<file path="src/hw/sltr_pkg.sv">
// Constants, codes and carrier types for the strap readback and loop tuning registers.
package sltr_pkg;

  // ****************************************************************
  // Command codes and lengths
  // ****************************************************************
  localparam logic [7:0] SLTR_CMD_STRAP_READBACK = 8'hDD;
  localparam logic [7:0] SLTR_CMD_LOOP_TUNING = 8'hDF;
  localparam logic [7:0] SLTR_PAGE_ALL = 8'hFF;
  localparam logic [2:0] SLTR_LEN_READBACK = 3'h7;
  localparam logic [2:0] SLTR_LEN_TUNING = 3'h4;

  // ****************************************************************
  // Strap pins and decode codes
  // ****************************************************************
  localparam int SLTR_NUM_STRAP = 6;
  localparam int SLTR_STRAP_LOOP = 0;
  localparam int SLTR_STRAP_CFG = 1;
  localparam int SLTR_STRAP_SYNC = 2;
  localparam int SLTR_STRAP_UNDERVOLTAGE_LOCKOUT_STRAP = 3;
  localparam int SLTR_STRAP_CH0 = 4;
  localparam int SLTR_STRAP_CH1 = 5;
  localparam logic [7:0] SLTR_CODE_RES_MAX = 8'h1E;
  localparam logic [7:0] SLTR_CODE_LOW = 8'hF1;
  localparam logic [7:0] SLTR_CODE_OPEN = 8'hF2;
  localparam logic [7:0] SLTR_CODE_HIGH = 8'hF3;
  localparam logic [7:0] SLTR_CODE_UNMEASURED = 8'hF4;
  localparam logic [7:0] SLTR_CODE_UNUSED = 8'hFF;

  // ****************************************************************
  // Loop tuning fields and defaults
  // ****************************************************************
  localparam logic SLTR_TUNE_EN_RST = 1'b1;
  localparam logic [7:0] SLTR_RESIDUAL_MAX = 8'h7F;
  localparam logic [15:0] SLTR_GAIN_BASE = 16'h0100;
  localparam logic [15:0] SLTR_GAIN_STEP = 16'h0020;
  localparam logic [7:0] SLTR_RES_BASE = 8'h0A;
  localparam logic [7:0] SLTR_RES_NOSTRAP = 8'h28;
  localparam logic [1:0] SLTR_SYNC_WAIT = 2'h3;

  typedef enum logic [1:0] {
    SLTR_SK_RES,
    SLTR_SK_LOW,
    SLTR_SK_OPEN,
    SLTR_SK_HIGH
  } sltr_kind_e;

  typedef struct packed {
    logic measured;
    sltr_kind_e kind;
    logic [4:0] index;
  } sltr_sense_s;

  typedef struct packed {
    logic [6:0] unused;
    logic enable;
    logic [7:0] residual;
    logic [15:0] gain;
  } sltr_tune_s;

  typedef struct packed {
    logic valid;
    logic write;
    logic [7:0] code;
    logic [7:0] page;
    logic [31:0] wdata;
  } sltr_cmd_s;

endpackage

</file>
<file path="src/hw/sltr_tune_default.sv">
// Default gain and residual derived from the loop tuning strap and the supply voltages.
`timescale 1ns/100ps
module sltr_tune_default import sltr_pkg::*; (
  input wire logic i_mclk,
  input wire logic i_rst_b,
  input wire logic i_ce,
  input wire logic [7:0] i_strap_code,
  input wire logic [15:0] i_vin,
  input wire logic [15:0] i_vout,
  output logic [15:0] o_gain,
  output logic [7:0] o_residual
);

  logic [15:0] gain_nxt;
  logic [7:0] res_nxt;

  always_comb begin
    if (i_strap_code <= SLTR_CODE_RES_MAX) begin
      gain_nxt = 16'(SLTR_GAIN_BASE + 16'(i_strap_code) * SLTR_GAIN_STEP);
      res_nxt = 8'(SLTR_RES_BASE + i_strap_code);
    end else if (i_vin > i_vout) begin
      gain_nxt = 16'(SLTR_GAIN_BASE + 16'((i_vin - i_vout) >> 4));
      res_nxt = SLTR_RES_NOSTRAP;
    end else begin
      gain_nxt = SLTR_GAIN_BASE;
      res_nxt = SLTR_RES_NOSTRAP;
    end
  end

  always_ff @(posedge i_mclk or negedge i_rst_b) begin
    if (!i_rst_b) begin
      o_gain <= 16'h0000;
      o_residual <= 8'h00;
    end else if (i_ce) begin
      o_gain <= gain_nxt;
      o_residual <= res_nxt;
    end
  end

endmodule

</file>
<file path="src/hw/sltr_regs.sv">
// Strap readback and per-channel loop tuning command registers.
`timescale 1ns/100ps

// Overview of operation
// - The strap readback returns seven bytes of strap decode codes with the lowest byte fixed at FF.
// - A strap resistor in the standard series is coded 00 for the smallest up to 1E for the largest.
// - A strap tied low codes F1, open F2, tied high F3, and an unmeasured strap F4.
// - Bytes 6, 5 and 4 of the readback hold the loop tuning, configuration and sync strap codes.
// - Bytes 3, 2 and 1 hold the undervoltage lockout, channel 0 and channel 1 voltage-set codes.
// - The readback is one global read-only copy for every page, and writes to it are refused whether or not write protection is set.
// - The loop tuning register is four bytes, kept per channel by page, and readable and writable.
// - Bit 24 enables loop tuning and bits 31 to 25 always hold zero.
// - Bits 23 to 16 hold the unsigned residual from 0 to 7F.
// - Bits 15 to 0 hold the unsigned gain.
// - Gain and residual defaults come from the loop tuning strap and the voltages, enable from one.
module sltr_regs import sltr_pkg::*; #(
  parameter int NUM_CH = 2
) (
  input wire logic i_mclk,
  input wire logic i_rst_b,
  input wire logic i_ce,
  input wire sltr_sense_s [SLTR_NUM_STRAP-1:0] i_strap_sense,
  input wire logic [15:0] i_vin,
  input wire logic [15:0] i_vout,
  input wire logic i_wr_protect,
  input wire sltr_cmd_s i_cmd,
  output logic o_ready,
  output logic o_rvalid,
  output logic [55:0] o_rdata,
  output logic [2:0] o_rlen,
  output logic o_err,
  output sltr_tune_s [NUM_CH-1:0] o_tune_cfg
);

  // ****************************************************************
  // Parameter check
  // ****************************************************************
  if (NUM_CH < 1 || NUM_CH > 8) begin : g_bad_ch
    $error("NUM_CH must lie between 1 and 8.");
  end

  typedef enum {
    ST_SYNC,
    ST_CAPTURE,
    ST_SETTLE,
    ST_LOAD,
    ST_RUN
  } sltr_state_e;

  sltr_state_e state_r;
  logic [1:0] wait_r;
  sltr_sense_s [SLTR_NUM_STRAP-1:0] sense_meta_r;
  sltr_sense_s [SLTR_NUM_STRAP-1:0] sense_sync_r;
  logic [55:0] readback_r;
  logic [15:0] def_gain;
  logic [7:0] def_res;
  logic run;
  logic is_read;
  logic is_write;

  // ****************************************************************
  // Helper functions
  // ****************************************************************
  function automatic logic [7:0] decode_strap(input sltr_sense_s s);
    logic [7:0] code;
    code = SLTR_CODE_UNMEASURED;
    if (s.measured) begin
      case (s.kind)
        SLTR_SK_RES: code = (8'(s.index) > SLTR_CODE_RES_MAX) ? SLTR_CODE_RES_MAX : 8'(s.index);
        SLTR_SK_LOW: code = SLTR_CODE_LOW;
        SLTR_SK_OPEN: code = SLTR_CODE_OPEN;
        default: code = SLTR_CODE_HIGH;
      endcase
    end
    return code;
  endfunction

  function automatic sltr_tune_s clean_tune(input logic [31:0] w);
    sltr_tune_s t;
    t = sltr_tune_s'(w);
    t.unused = 7'h00;
    if (t.residual > SLTR_RESIDUAL_MAX) begin
      t.residual = SLTR_RESIDUAL_MAX;
    end
    return t;
  endfunction

  function automatic logic page_ok(input logic [7:0] page);
    return (page == SLTR_PAGE_ALL) || (page < 8'(NUM_CH));
  endfunction

  function automatic logic [55:0] tune_word(input sltr_tune_s t);
    return {24'h00_0000, t};
  endfunction

  function automatic int chan_index(input logic [7:0] page);
    return int'(page) % NUM_CH;
  endfunction

  // ****************************************************************
  // Strap synchroniser and startup sequence
  // ****************************************************************
  always_ff @(posedge i_mclk or negedge i_rst_b) begin
    if (!i_rst_b) begin
      sense_meta_r <= '0;
      sense_sync_r <= '0;
    end else if (i_ce) begin
      sense_meta_r <= i_strap_sense;
      sense_sync_r <= sense_meta_r;
    end
  end

  always_ff @(posedge i_mclk or negedge i_rst_b) begin
    if (!i_rst_b) begin
      state_r <= ST_SYNC;
      wait_r <= 2'h0;
    end else if (i_ce) begin
      case (state_r)
        ST_SYNC: begin
          wait_r <= 2'(wait_r + 2'h1);
          if (wait_r == SLTR_SYNC_WAIT) begin
            state_r <= ST_CAPTURE;
          end
        end
        ST_CAPTURE: state_r <= ST_SETTLE;
        ST_SETTLE: state_r <= ST_LOAD;
        ST_LOAD: state_r <= ST_RUN;
        default: state_r <= ST_RUN;
      endcase
    end
  end

  assign run = (state_r == ST_RUN);
  assign is_read = run && i_cmd.valid && !i_cmd.write;
  assign is_write = run && i_cmd.valid && i_cmd.write;

  // ****************************************************************
  // Strap readback
  // ****************************************************************
  always_ff @(posedge i_mclk or negedge i_rst_b) begin
    if (!i_rst_b) begin
      readback_r <= {{SLTR_NUM_STRAP{SLTR_CODE_UNMEASURED}}, SLTR_CODE_UNUSED};
    end else if (i_ce && state_r == ST_CAPTURE) begin
      readback_r[7:0] <= SLTR_CODE_UNUSED;
      for (int i = 0; i < SLTR_NUM_STRAP; i++) begin
        readback_r[55 - 8 * i -: 8] <= decode_strap(sense_sync_r[i]);
      end
    end
  end

  sltr_tune_default u_default (
    .i_mclk(i_mclk),
    .i_rst_b(i_rst_b),
    .i_ce(i_ce),
    .i_strap_code(readback_r[55:48]),
    .i_vin(i_vin),
    .i_vout(i_vout),
    .o_gain(def_gain),
    .o_residual(def_res)
  );

  // ****************************************************************
  // Loop tuning registers
  // ****************************************************************
  always_ff @(posedge i_mclk or negedge i_rst_b) begin
    if (!i_rst_b) begin
      o_tune_cfg <= '0;
    end else if (i_ce) begin
      for (int c = 0; c < NUM_CH; c++) begin
        if (state_r == ST_LOAD) begin
          o_tune_cfg[c] <= '{unused: 7'h00, enable: SLTR_TUNE_EN_RST,
                             residual: def_res, gain: def_gain};
        end else if (is_write && i_cmd.code == SLTR_CMD_LOOP_TUNING && !i_wr_protect &&
                     (i_cmd.page == SLTR_PAGE_ALL || i_cmd.page == 8'(c))) begin
          o_tune_cfg[c] <= clean_tune(i_cmd.wdata);
        end
      end
    end
  end

  // ****************************************************************
  // Command answers
  // ****************************************************************
  always_ff @(posedge i_mclk or negedge i_rst_b) begin
    if (!i_rst_b) begin
      o_ready <= 1'b0;
      o_rvalid <= 1'b0;
      o_rdata <= 56'h00_0000_0000_0000;
      o_rlen <= 3'h0;
      o_err <= 1'b0;
    end else if (i_ce) begin
      o_ready <= (state_r == ST_LOAD) || run;
      o_rvalid <= 1'b0;
      o_err <= 1'b0;
      if (i_cmd.valid && !run) begin
        o_err <= 1'b1;
      end else if (is_read && i_cmd.code == SLTR_CMD_STRAP_READBACK) begin
        o_rvalid <= 1'b1;
        o_rdata <= readback_r;
        o_rlen <= SLTR_LEN_READBACK;
      end else if (is_read && i_cmd.code == SLTR_CMD_LOOP_TUNING && page_ok(i_cmd.page)) begin
        o_rvalid <= 1'b1;
        o_rlen <= SLTR_LEN_TUNING;
        if (i_cmd.page == SLTR_PAGE_ALL) begin
          o_rdata <= tune_word(o_tune_cfg[0]);
        end else begin
          o_rdata <= tune_word(o_tune_cfg[chan_index(i_cmd.page)]);
        end
      end else if (is_write && i_cmd.code == SLTR_CMD_STRAP_READBACK) begin
        o_err <= 1'b1;
      end else if (is_write && i_cmd.code == SLTR_CMD_LOOP_TUNING && page_ok(i_cmd.page) &&
                   !i_wr_protect) begin
        o_err <= 1'b0;
      end else if (i_cmd.valid) begin
        o_err <= 1'b1;
      end
    end
  end

endmodule

</file>
<file path="config.mk">
export PLATFORM = sky130hd
export DESIGN_NAME = sltr_regs
export DESIGN_NICKNAME = d
export VERILOG_FILES = /design/src/hw/sltr_pkg.sv /design/src/hw/sltr_tune_default.sv /design/src/hw/sltr_regs.sv
export SDC_FILE = /design/constraint.sdc
export NUM_CORES = 1
export LEC_CHECK = 0
export ABC_CLOCK_PERIOD_IN_PS = 2700
export BUFFER_PORTS_ARGS = -buffer_cell sky130_fd_sc_hd__clkbuf_2
export CAP_MARGIN = 20
export CELL_PAD_IN_SITES_DETAIL_PLACEMENT = 0
export CELL_PAD_IN_SITES_GLOBAL_PLACEMENT = 1
export CORE_UTILIZATION = 42
export DETAILED_ROUTE_END_ITERATION = 8
export GPL_TIMING_DRIVEN = 0
export PLACE_DENSITY = 0.82
export SKIP_CTS_REPAIR_TIMING = 1
export SLEW_MARGIN = 20
export SYNTH_ARGS = -nofsm -noshare
export SYNTH_HDL_FRONTEND = slang
export SYNTH_SLANG_ARGS = --single-unit
</file>
<file path="constraint.sdc">
create_clock -name i_mclk -period 2.7 [get_ports i_mclk]
set_input_delay 0 -clock i_mclk [delete_from_list [all_inputs] [get_ports i_mclk]]
set_output_delay 0 -clock i_mclk [all_outputs]
set_load 0.01 [all_outputs]
</file>
==> results of run 1 <==
## per-layer routing
metal / part of all wire (%) / wire (um) / vias up
met5: 0 / 0 / -
met4: 2.5 / 873 / 0
met3: 5.3 / 1871 / 54
met2: 48 / 16880 / 299
met1: 45 / 15740 / 5118
li1: - / - / 4858
## registers in the layout, indices dropped and copies added, names as in the netlist
register	count
o_err	1
o_rdata	48
o_ready	1
o_rlen	2
o_rvalid	1
o_tune_cfg	50
readback_r	36
sense_meta_r	48
sense_sync_r	48
state_r	3
u_default.o_gain	14
u_default.o_residual	8
wait_r	2
## layout by cell type, fill, tap and decap left out, types with 6 or more instances in the layout
cell	n
nor2_1	41
o41ai_1	7
nand2_1	219
a311oi_1	7
clkinv_2	6
nand4_1	11
buf_4	28
a21o_1	17
nor3_1	13
inv_1	47
dfstp_2	18
o21ai_0	141
dfrtp_1	244
or3_1	9
clkbuf_8	7
buf_2	7
ha_1	41
o21a_1	6
xor2_1	6
a21oi_1	59
a2111oi_0	7
mux2_2	79
nand3b_1	6
a31oi_1	28
mux2i_1	14
clkbuf_16	28
nor2b_1	6
clkbuf_2	238
conb_1	14
clkbuf_1	48
nand3_1	8
dlygate4sd3_1	69
## worst paths after layout
check                           cells past startpoint              to      startpoint
worst min-delay path                                5      o_rdata[9]       i_cmd[41]
worst min register to register                      2     o_rdata[25]  readback_r[25]
worst max register to register                      9     o_rdata[54]      state_r[1]
min in group asynchronous                           3  o_tune_cfg[22]         i_rst_b
worst max-delay path                                9     o_rdata[54]      state_r[1]
max in group asynchronous                           5  readback_r[36]         i_rst_b
## final cells by class
cell class	instances	area share, %
clock buffers	37	5.019
multi-input cells	811	32.29
plain buffers	87	2.964
well taps	384	3.035
clock inverters	15	1.415
inverters	48	1.138
flip-flops and latches	262	41.56
diodes	1	0.01581
repair buffers	310	12.56
## worst reg2reg max path: cells and delay by family (launching register included)
family                 cells  cell delay [ns]
AO/OA/AOI/OAI              1             0.11
buffers and inverters      4             0.84
flip-flops                 1             0.36
AND/OR/NAND/NOR            4             1.14
## cell families (layout without fill, tap and decap cells)
group,after synthesis,count (layout),share of synthesized area [%]
XOR/XNOR,11,11,0.7859
AND/OR/NAND/NOR,342,342,12.37
adder cells (fa/ha/maj),41,41,4.185
AO/OA/AOI/OAI,310,310,15.30
buffers and inverters,135,497,5.257
multiplexers,93,93,8.400
flip-flops,262,262,53.67
other,1,15,0.03059
## cell usage after synthesis (7+ instances only)
cell,n
buf_4,28
o21ai_0,141
or3_1,9
a21o_1,17
nand3_1,8
a311oi_1,7
a2111oi_0,7
ha_1,41
nor2_1,41
a21oi_1,59
o41ai_1,7
mux2_2,79
nor3_1,13
buf_2,8
mux2i_1,14
a31oi_1,28
nand4_1,11
dfrtp_1,244
clkbuf_1,47
inv_1,47
dfstp_2,18
nand2_1,219
## metrics by stage
stage / hold WS, ns / cells / total power, W / instance area, um2 / TNS [ns]
final: -0.01525 / 1955 / 0.01220 / 15830 / 0
after global routing: -0.008836 / 1955 / 0.01283 / 15830 / 0
after CTS: -0.6678 / 1884 / 0.01218 / 15090 / -0.2793
after detailed placement: -0.08414 / 1832 / 0.008006 / 14070 / -0.06324
after global placement: 0.2337 / 1829 / 0.007886 / 13970 / -927.21
after floorplan: -0.2956 / 1208 / 0.006869 / 12310 / 0
## where the power goes
part | switching (W) | internal (W) | leakage (nW)
clock network | 0.00161 | 0.00256 | 0.503
logic | 0.00140 | 0.00112 | 3.63
registers | 0.000696 | 0.00482 | 3.33
==> impl_metrics.csv, run 1 <==
group,metric,value,unit
timing,tightest_slew,0.9967,ns
routing,vias_per_cell,5.283,
routing,drt_first_pass_iters,5,
floorplan,die_x,172.8,um
synthesis,yosysTopAreaCell,"dfrtp_1",
cells_and_area,register_area,0.006579,mm2
routing,routed_wl,35370,um
clock_network,cts_buffers,28,
global_routing,grt_usage,23.36,%
worst_setup_path,crit_buf_inv,4,
outcome,violations,"hold timing",
synthesis,ys_seq_elements,262,
worst_setup_path,path_max_fanout,10,
cells_and_area,multi_input_area,0.005111,mm2
worst_setup_path,rrSetupSlack,0.11,ns
routing,first_iter_violations,661,
power,powerDensity,770.7,mW/mm2
timing,rsz0062_at_grt,"false",
clock_network,clock-root-buffer,"clkbuf_16",
synthesis,synth_edf_count,0,
global_routing,grtUsageMet3,3.606,%
worst_setup_path,path_class,"reg2reg",
synthesis,synth_top_area_share,49.81,%
floorplan,dieArea,0.02987,mm2
synthesis,synth.area.top_cells,"dfrtp_1, mux2_2, nand2_1",
run,drv_cap,0,
place,dp_hpwl,26080,um
global_routing,grt_max_degree,88,
timing,setup_viol,0,
synthesis,syn_area,0.01226,mm2
routing,wl_per_cell,18.09,um
worst_setup_path,crit_path_frequent_cell,"buf_4",
worst_setup_path,arrival,3.00,ns
timing,min_period,2.592,ns
synthesis,yosysUniqueCellTypes,68,
floorplan,io-pin-count,260,
cells_and_area,syn2layout_area_growth,29.13,%
timing,setup_slack,0.1080,ns
routing,ant_nets,0,
global_routing,use_met2,38.71,%
floorplan,fp.dieH,172.8,um
timing,fin_worst_skew,0.02478,ns
worst_setup_path,path_cells,"buf_4 > nor3b_4 > nand2_2 > or4_1 > buf_4 > nor3_4 > buf_6 > clkbuf_4 > o21ai_0",
clock_network,clkTransAtPathRegs,0.06,ns
timing,slew_headroom,33.55,%
global_routing,use_met1,32.12,%
timing,max_freq,385.8,MHz
worst_setup_path,end_kind,"flip-flop",
synthesis,ys.flop_type,"dfrtp_1",
worst_hold_path,hp-class,"in2reg",
cells_and_area,drive_above_1_share,28.15,%
timing,hold_viol,20,
power,p_leak,7.456,nW
global_routing,gr-total-overflow,0,
global_routing,first_global_vias,9886,
synthesis,synth_warnings,0,
cells_and_area,num-fill-cells,2599,
cells_and_area,final_core_util,55.15,%
clock_network,h-tree-depth,1,
worst_setup_path,worstPathRequired,3.11,ns
global_routing,grt_antenna_before_repair,2,
place,place_ws,-0.03195,ns
outcome,status,"complete, but fails checks",
synthesis,seq_area_frac_synth,53.67,%
synthesis,syn_inst,1195,
place,gp_congestion,0.8530,
floorplan,num_rows,62,
cells_and_area,fin_nets,1723,
timing,slew_violations,0,
global_routing,grt_busiest_layer,"met2",
clock_network,tritoncts,"built",
timing,fin_worst_hold_slack,-0.01525,ns
power,ir_drop,0.0006580,V
worst_setup_path,cpPeakStageDelay,0.49,ns
place,port_buffers,237,
floorplan,coreArea,0.02870,mm2
routing,num_vias,10330,
synthesis,avgSynthCellArea,10.26,um2
clock_network,cts_max_path_buffers,3,
worst_setup_path,cpLargestDelayFamily,"simple AND/OR/NAND/NOR gates",
clock_network,insertion_delay,0.55,ns
routing,drc,0,
synthesis,synthArstFlopShare,100.0,%
timing,fin_crit_sh,96.00,%
clock_network,clkSinkCount,262,
global_routing,grt_pass1_wl,55100,um
floorplan,start_util,42.71,%
worst_setup_path,startpoint_type,"flip-flop",
worst_setup_path,slowest_stage,"or4_1",
Note: power is estimated with default switching activity, not from simulation.
==> run 2, diff against run 1 <==
--- a/config.mk
+++ b/config.mk
@@ -12,7 +12,6 @@
 export CELL_PAD_IN_SITES_GLOBAL_PLACEMENT = 1
 export CORE_UTILIZATION = 42
 export DETAILED_ROUTE_END_ITERATION = 8
-export GPL_TIMING_DRIVEN = 0
 export PLACE_DENSITY = 0.82
 export SKIP_CTS_REPAIR_TIMING = 1
 export SLEW_MARGIN = 20
==> impl_metrics.csv, run 2 (synthesized netlist as in run 1, its figures left out) <==
group,metric,value,unit
outcome,status,"complete, but fails checks",
outcome,violations,"hold timing",
cells_and_area,top_register,"o_tune_cfg",
global_routing,grt_max_degree,135,
clock_network,cts_max_path_buffers,3,
worst_setup_path,end_kind,"flip-flop",
global_routing,grt_antenna_before_repair,0,
timing,setup_viol,0,
timing,fin_worst_hold_slack,-0.009031,ns
cells_and_area,insertedDiodeCount,0,
power,p_leak,7.247,nW
global_routing,gr-total-overflow,0,
timing,finalSetupTns,0,ns
floorplan,io-pin-count,260,
routing,wl_per_cell,15.95,um
timing,rsz0062_at_grt,"false",
clock_network,cts_buffers,28,
routing,num_vias,9631,
global_routing,grt_pass1_wl,47820,um
global_routing,grt_busiest_layer,"met2",
timing,fin_crit_sh,90.74,%
worst_setup_path,cpLargestDelayFamily,"simple AND/OR/NAND/NOR gates",
worst_setup_path,path_max_fanout,47,
worst_setup_path,slowest_stage,"dfrtp_1",
power,ir_drop,0.0004585,V
routing,vias_per_cell,5.088,
place,gp_congestion,0.8193,
timing,slew_headroom,29.61,%
worst_setup_path,cpPeakStageDelay,0.53,ns
clock_network,tritoncts,"built",
timing,fin_worst_skew,0.02386,ns
routing,first_iter_violations,444,
global_routing,use_met1,26.97,%
clock_network,clock-root-buffer,"clkbuf_16",
worst_setup_path,worstPathRequired,3.09,ns
floorplan,die_x,172.8,um
global_routing,grtUsageMet3,3.474,%
place,dp_hpwl,21030,um
cells_and_area,fin_nets,1662,
clock_network,insertion_delay,0.55,ns
global_routing,grt_usage,19.72,%
floorplan,num_rows,62,
timing,slew_violations,0,
cells_and_area,final_common_cell,"dfrtp_1",
routing,drt_first_pass_iters,5,
cells_and_area,drive_above_1_share,27.83,%
clock_network,h-tree-depth,1,
timing,tightest_slew,1.055,ns
routing,drc,0,
clock_network,clkTransAtPathRegs,0.06,ns
timing,max_freq,408.2,MHz
timing,min_period,2.450,ns
worst_hold_path,hp-class,"in2reg",
place,port_buffers,238,
cells_and_area,largest_reg_flops,50,
power,power.total,0.01162,W
floorplan,fp.dieH,172.8,um
global_routing,use_met2,32.51,%
timing,setup_slack,0.2500,ns
worst_setup_path,path_class,"reg2reg",
floorplan,coreArea,0.02870,mm2
routing,routed_wl,30200,um
place,place_ws,0.2516,ns
timing,hold_viol,4,
global_routing,first_global_vias,9121,
worst_setup_path,arrival,2.84,ns
clock_network,clkSinkCount,262,
worst_setup_path,path_cells,"nor3b_4 > nand2_2 > or4_1 > nor3_4 > buf_4 > o21ai_0",
worst_setup_path,startpoint_type,"flip-flop",
routing,ant_nets,0,
power,powerDensity,753.7,mW/mm2
cells_and_area,final_cell_mix,"dfrtp_1, clkbuf_2, nand2_1, o21ai_0, mux2_2",
worst_setup_path,crit_buf_inv,1,
run,drv_cap,0,
floorplan,dieArea,0.02987,mm2
floorplan,start_util,42.71,%
cells_and_area,syn2layout_area_growth,25.73,%
[run 2: stage by stage]
step	std cells	utilization, %	instance area, um2
after detailed placement	1768	48.03	13780
after floorplan	1208	-	12310
after global placement	1768	48.03	13780
after global routing	1893	53.70	15410
after CTS	1820	51.15	14680
final	1893	53.70	15410
[run 2: per-layer routing]
metal  wire (um)  vias to the layer above
li1            -                     4735
met1       13740                     4621
met2       14360                      225
met3        1416                       50
met4         679                        0
met5           0                        -
[run 2: power breakdown]
group | switching [W] | internal (W)
combinational | 0.00131 | 0.00110
clock | 0.00156 | 0.00215
sequential | 0.000676 | 0.00482
[run 2: final timing paths]
check	slack (ns)	endpoint	startpoint	cells after the start
max in group asynchronous	1.83	readback_r[34]	i_rst_b	3
min in group asynchronous	0.03	o_rdata[3]	i_rst_b	2
worst max register to register	0.25	o_rdata[52]	state_r[2]	6
worst min-delay path	-0.009	o_tune_cfg[19]	i_cmd[19]	4
worst min register to register	0.46	o_rdata[27]	readback_r[27]	2
worst max-delay path	0.25	o_rdata[52]	state_r[2]	6
[run 2: worst register-to-register path, cell delays in order, from the launching register on]
cell	delay, ns
dfrtp_1	0.53
nor3b_4	0.30
nand2_2	0.12
or4_1	0.49
nor3_4	0.26
buf_4	0.41
o21ai_0	0.19
[run 2: layout make-up]
class / count / area [um2]
clock buffer: 41 / 799.5
sequential: 262 / 6579
fill: 2608 / 13290
timing repair buffer: 336 / 2172
inverter: 48 / 180.2
tap: 384 / 480.5
clock inverter: 11 / 97.59
multi-input combinational: 811 / 5104
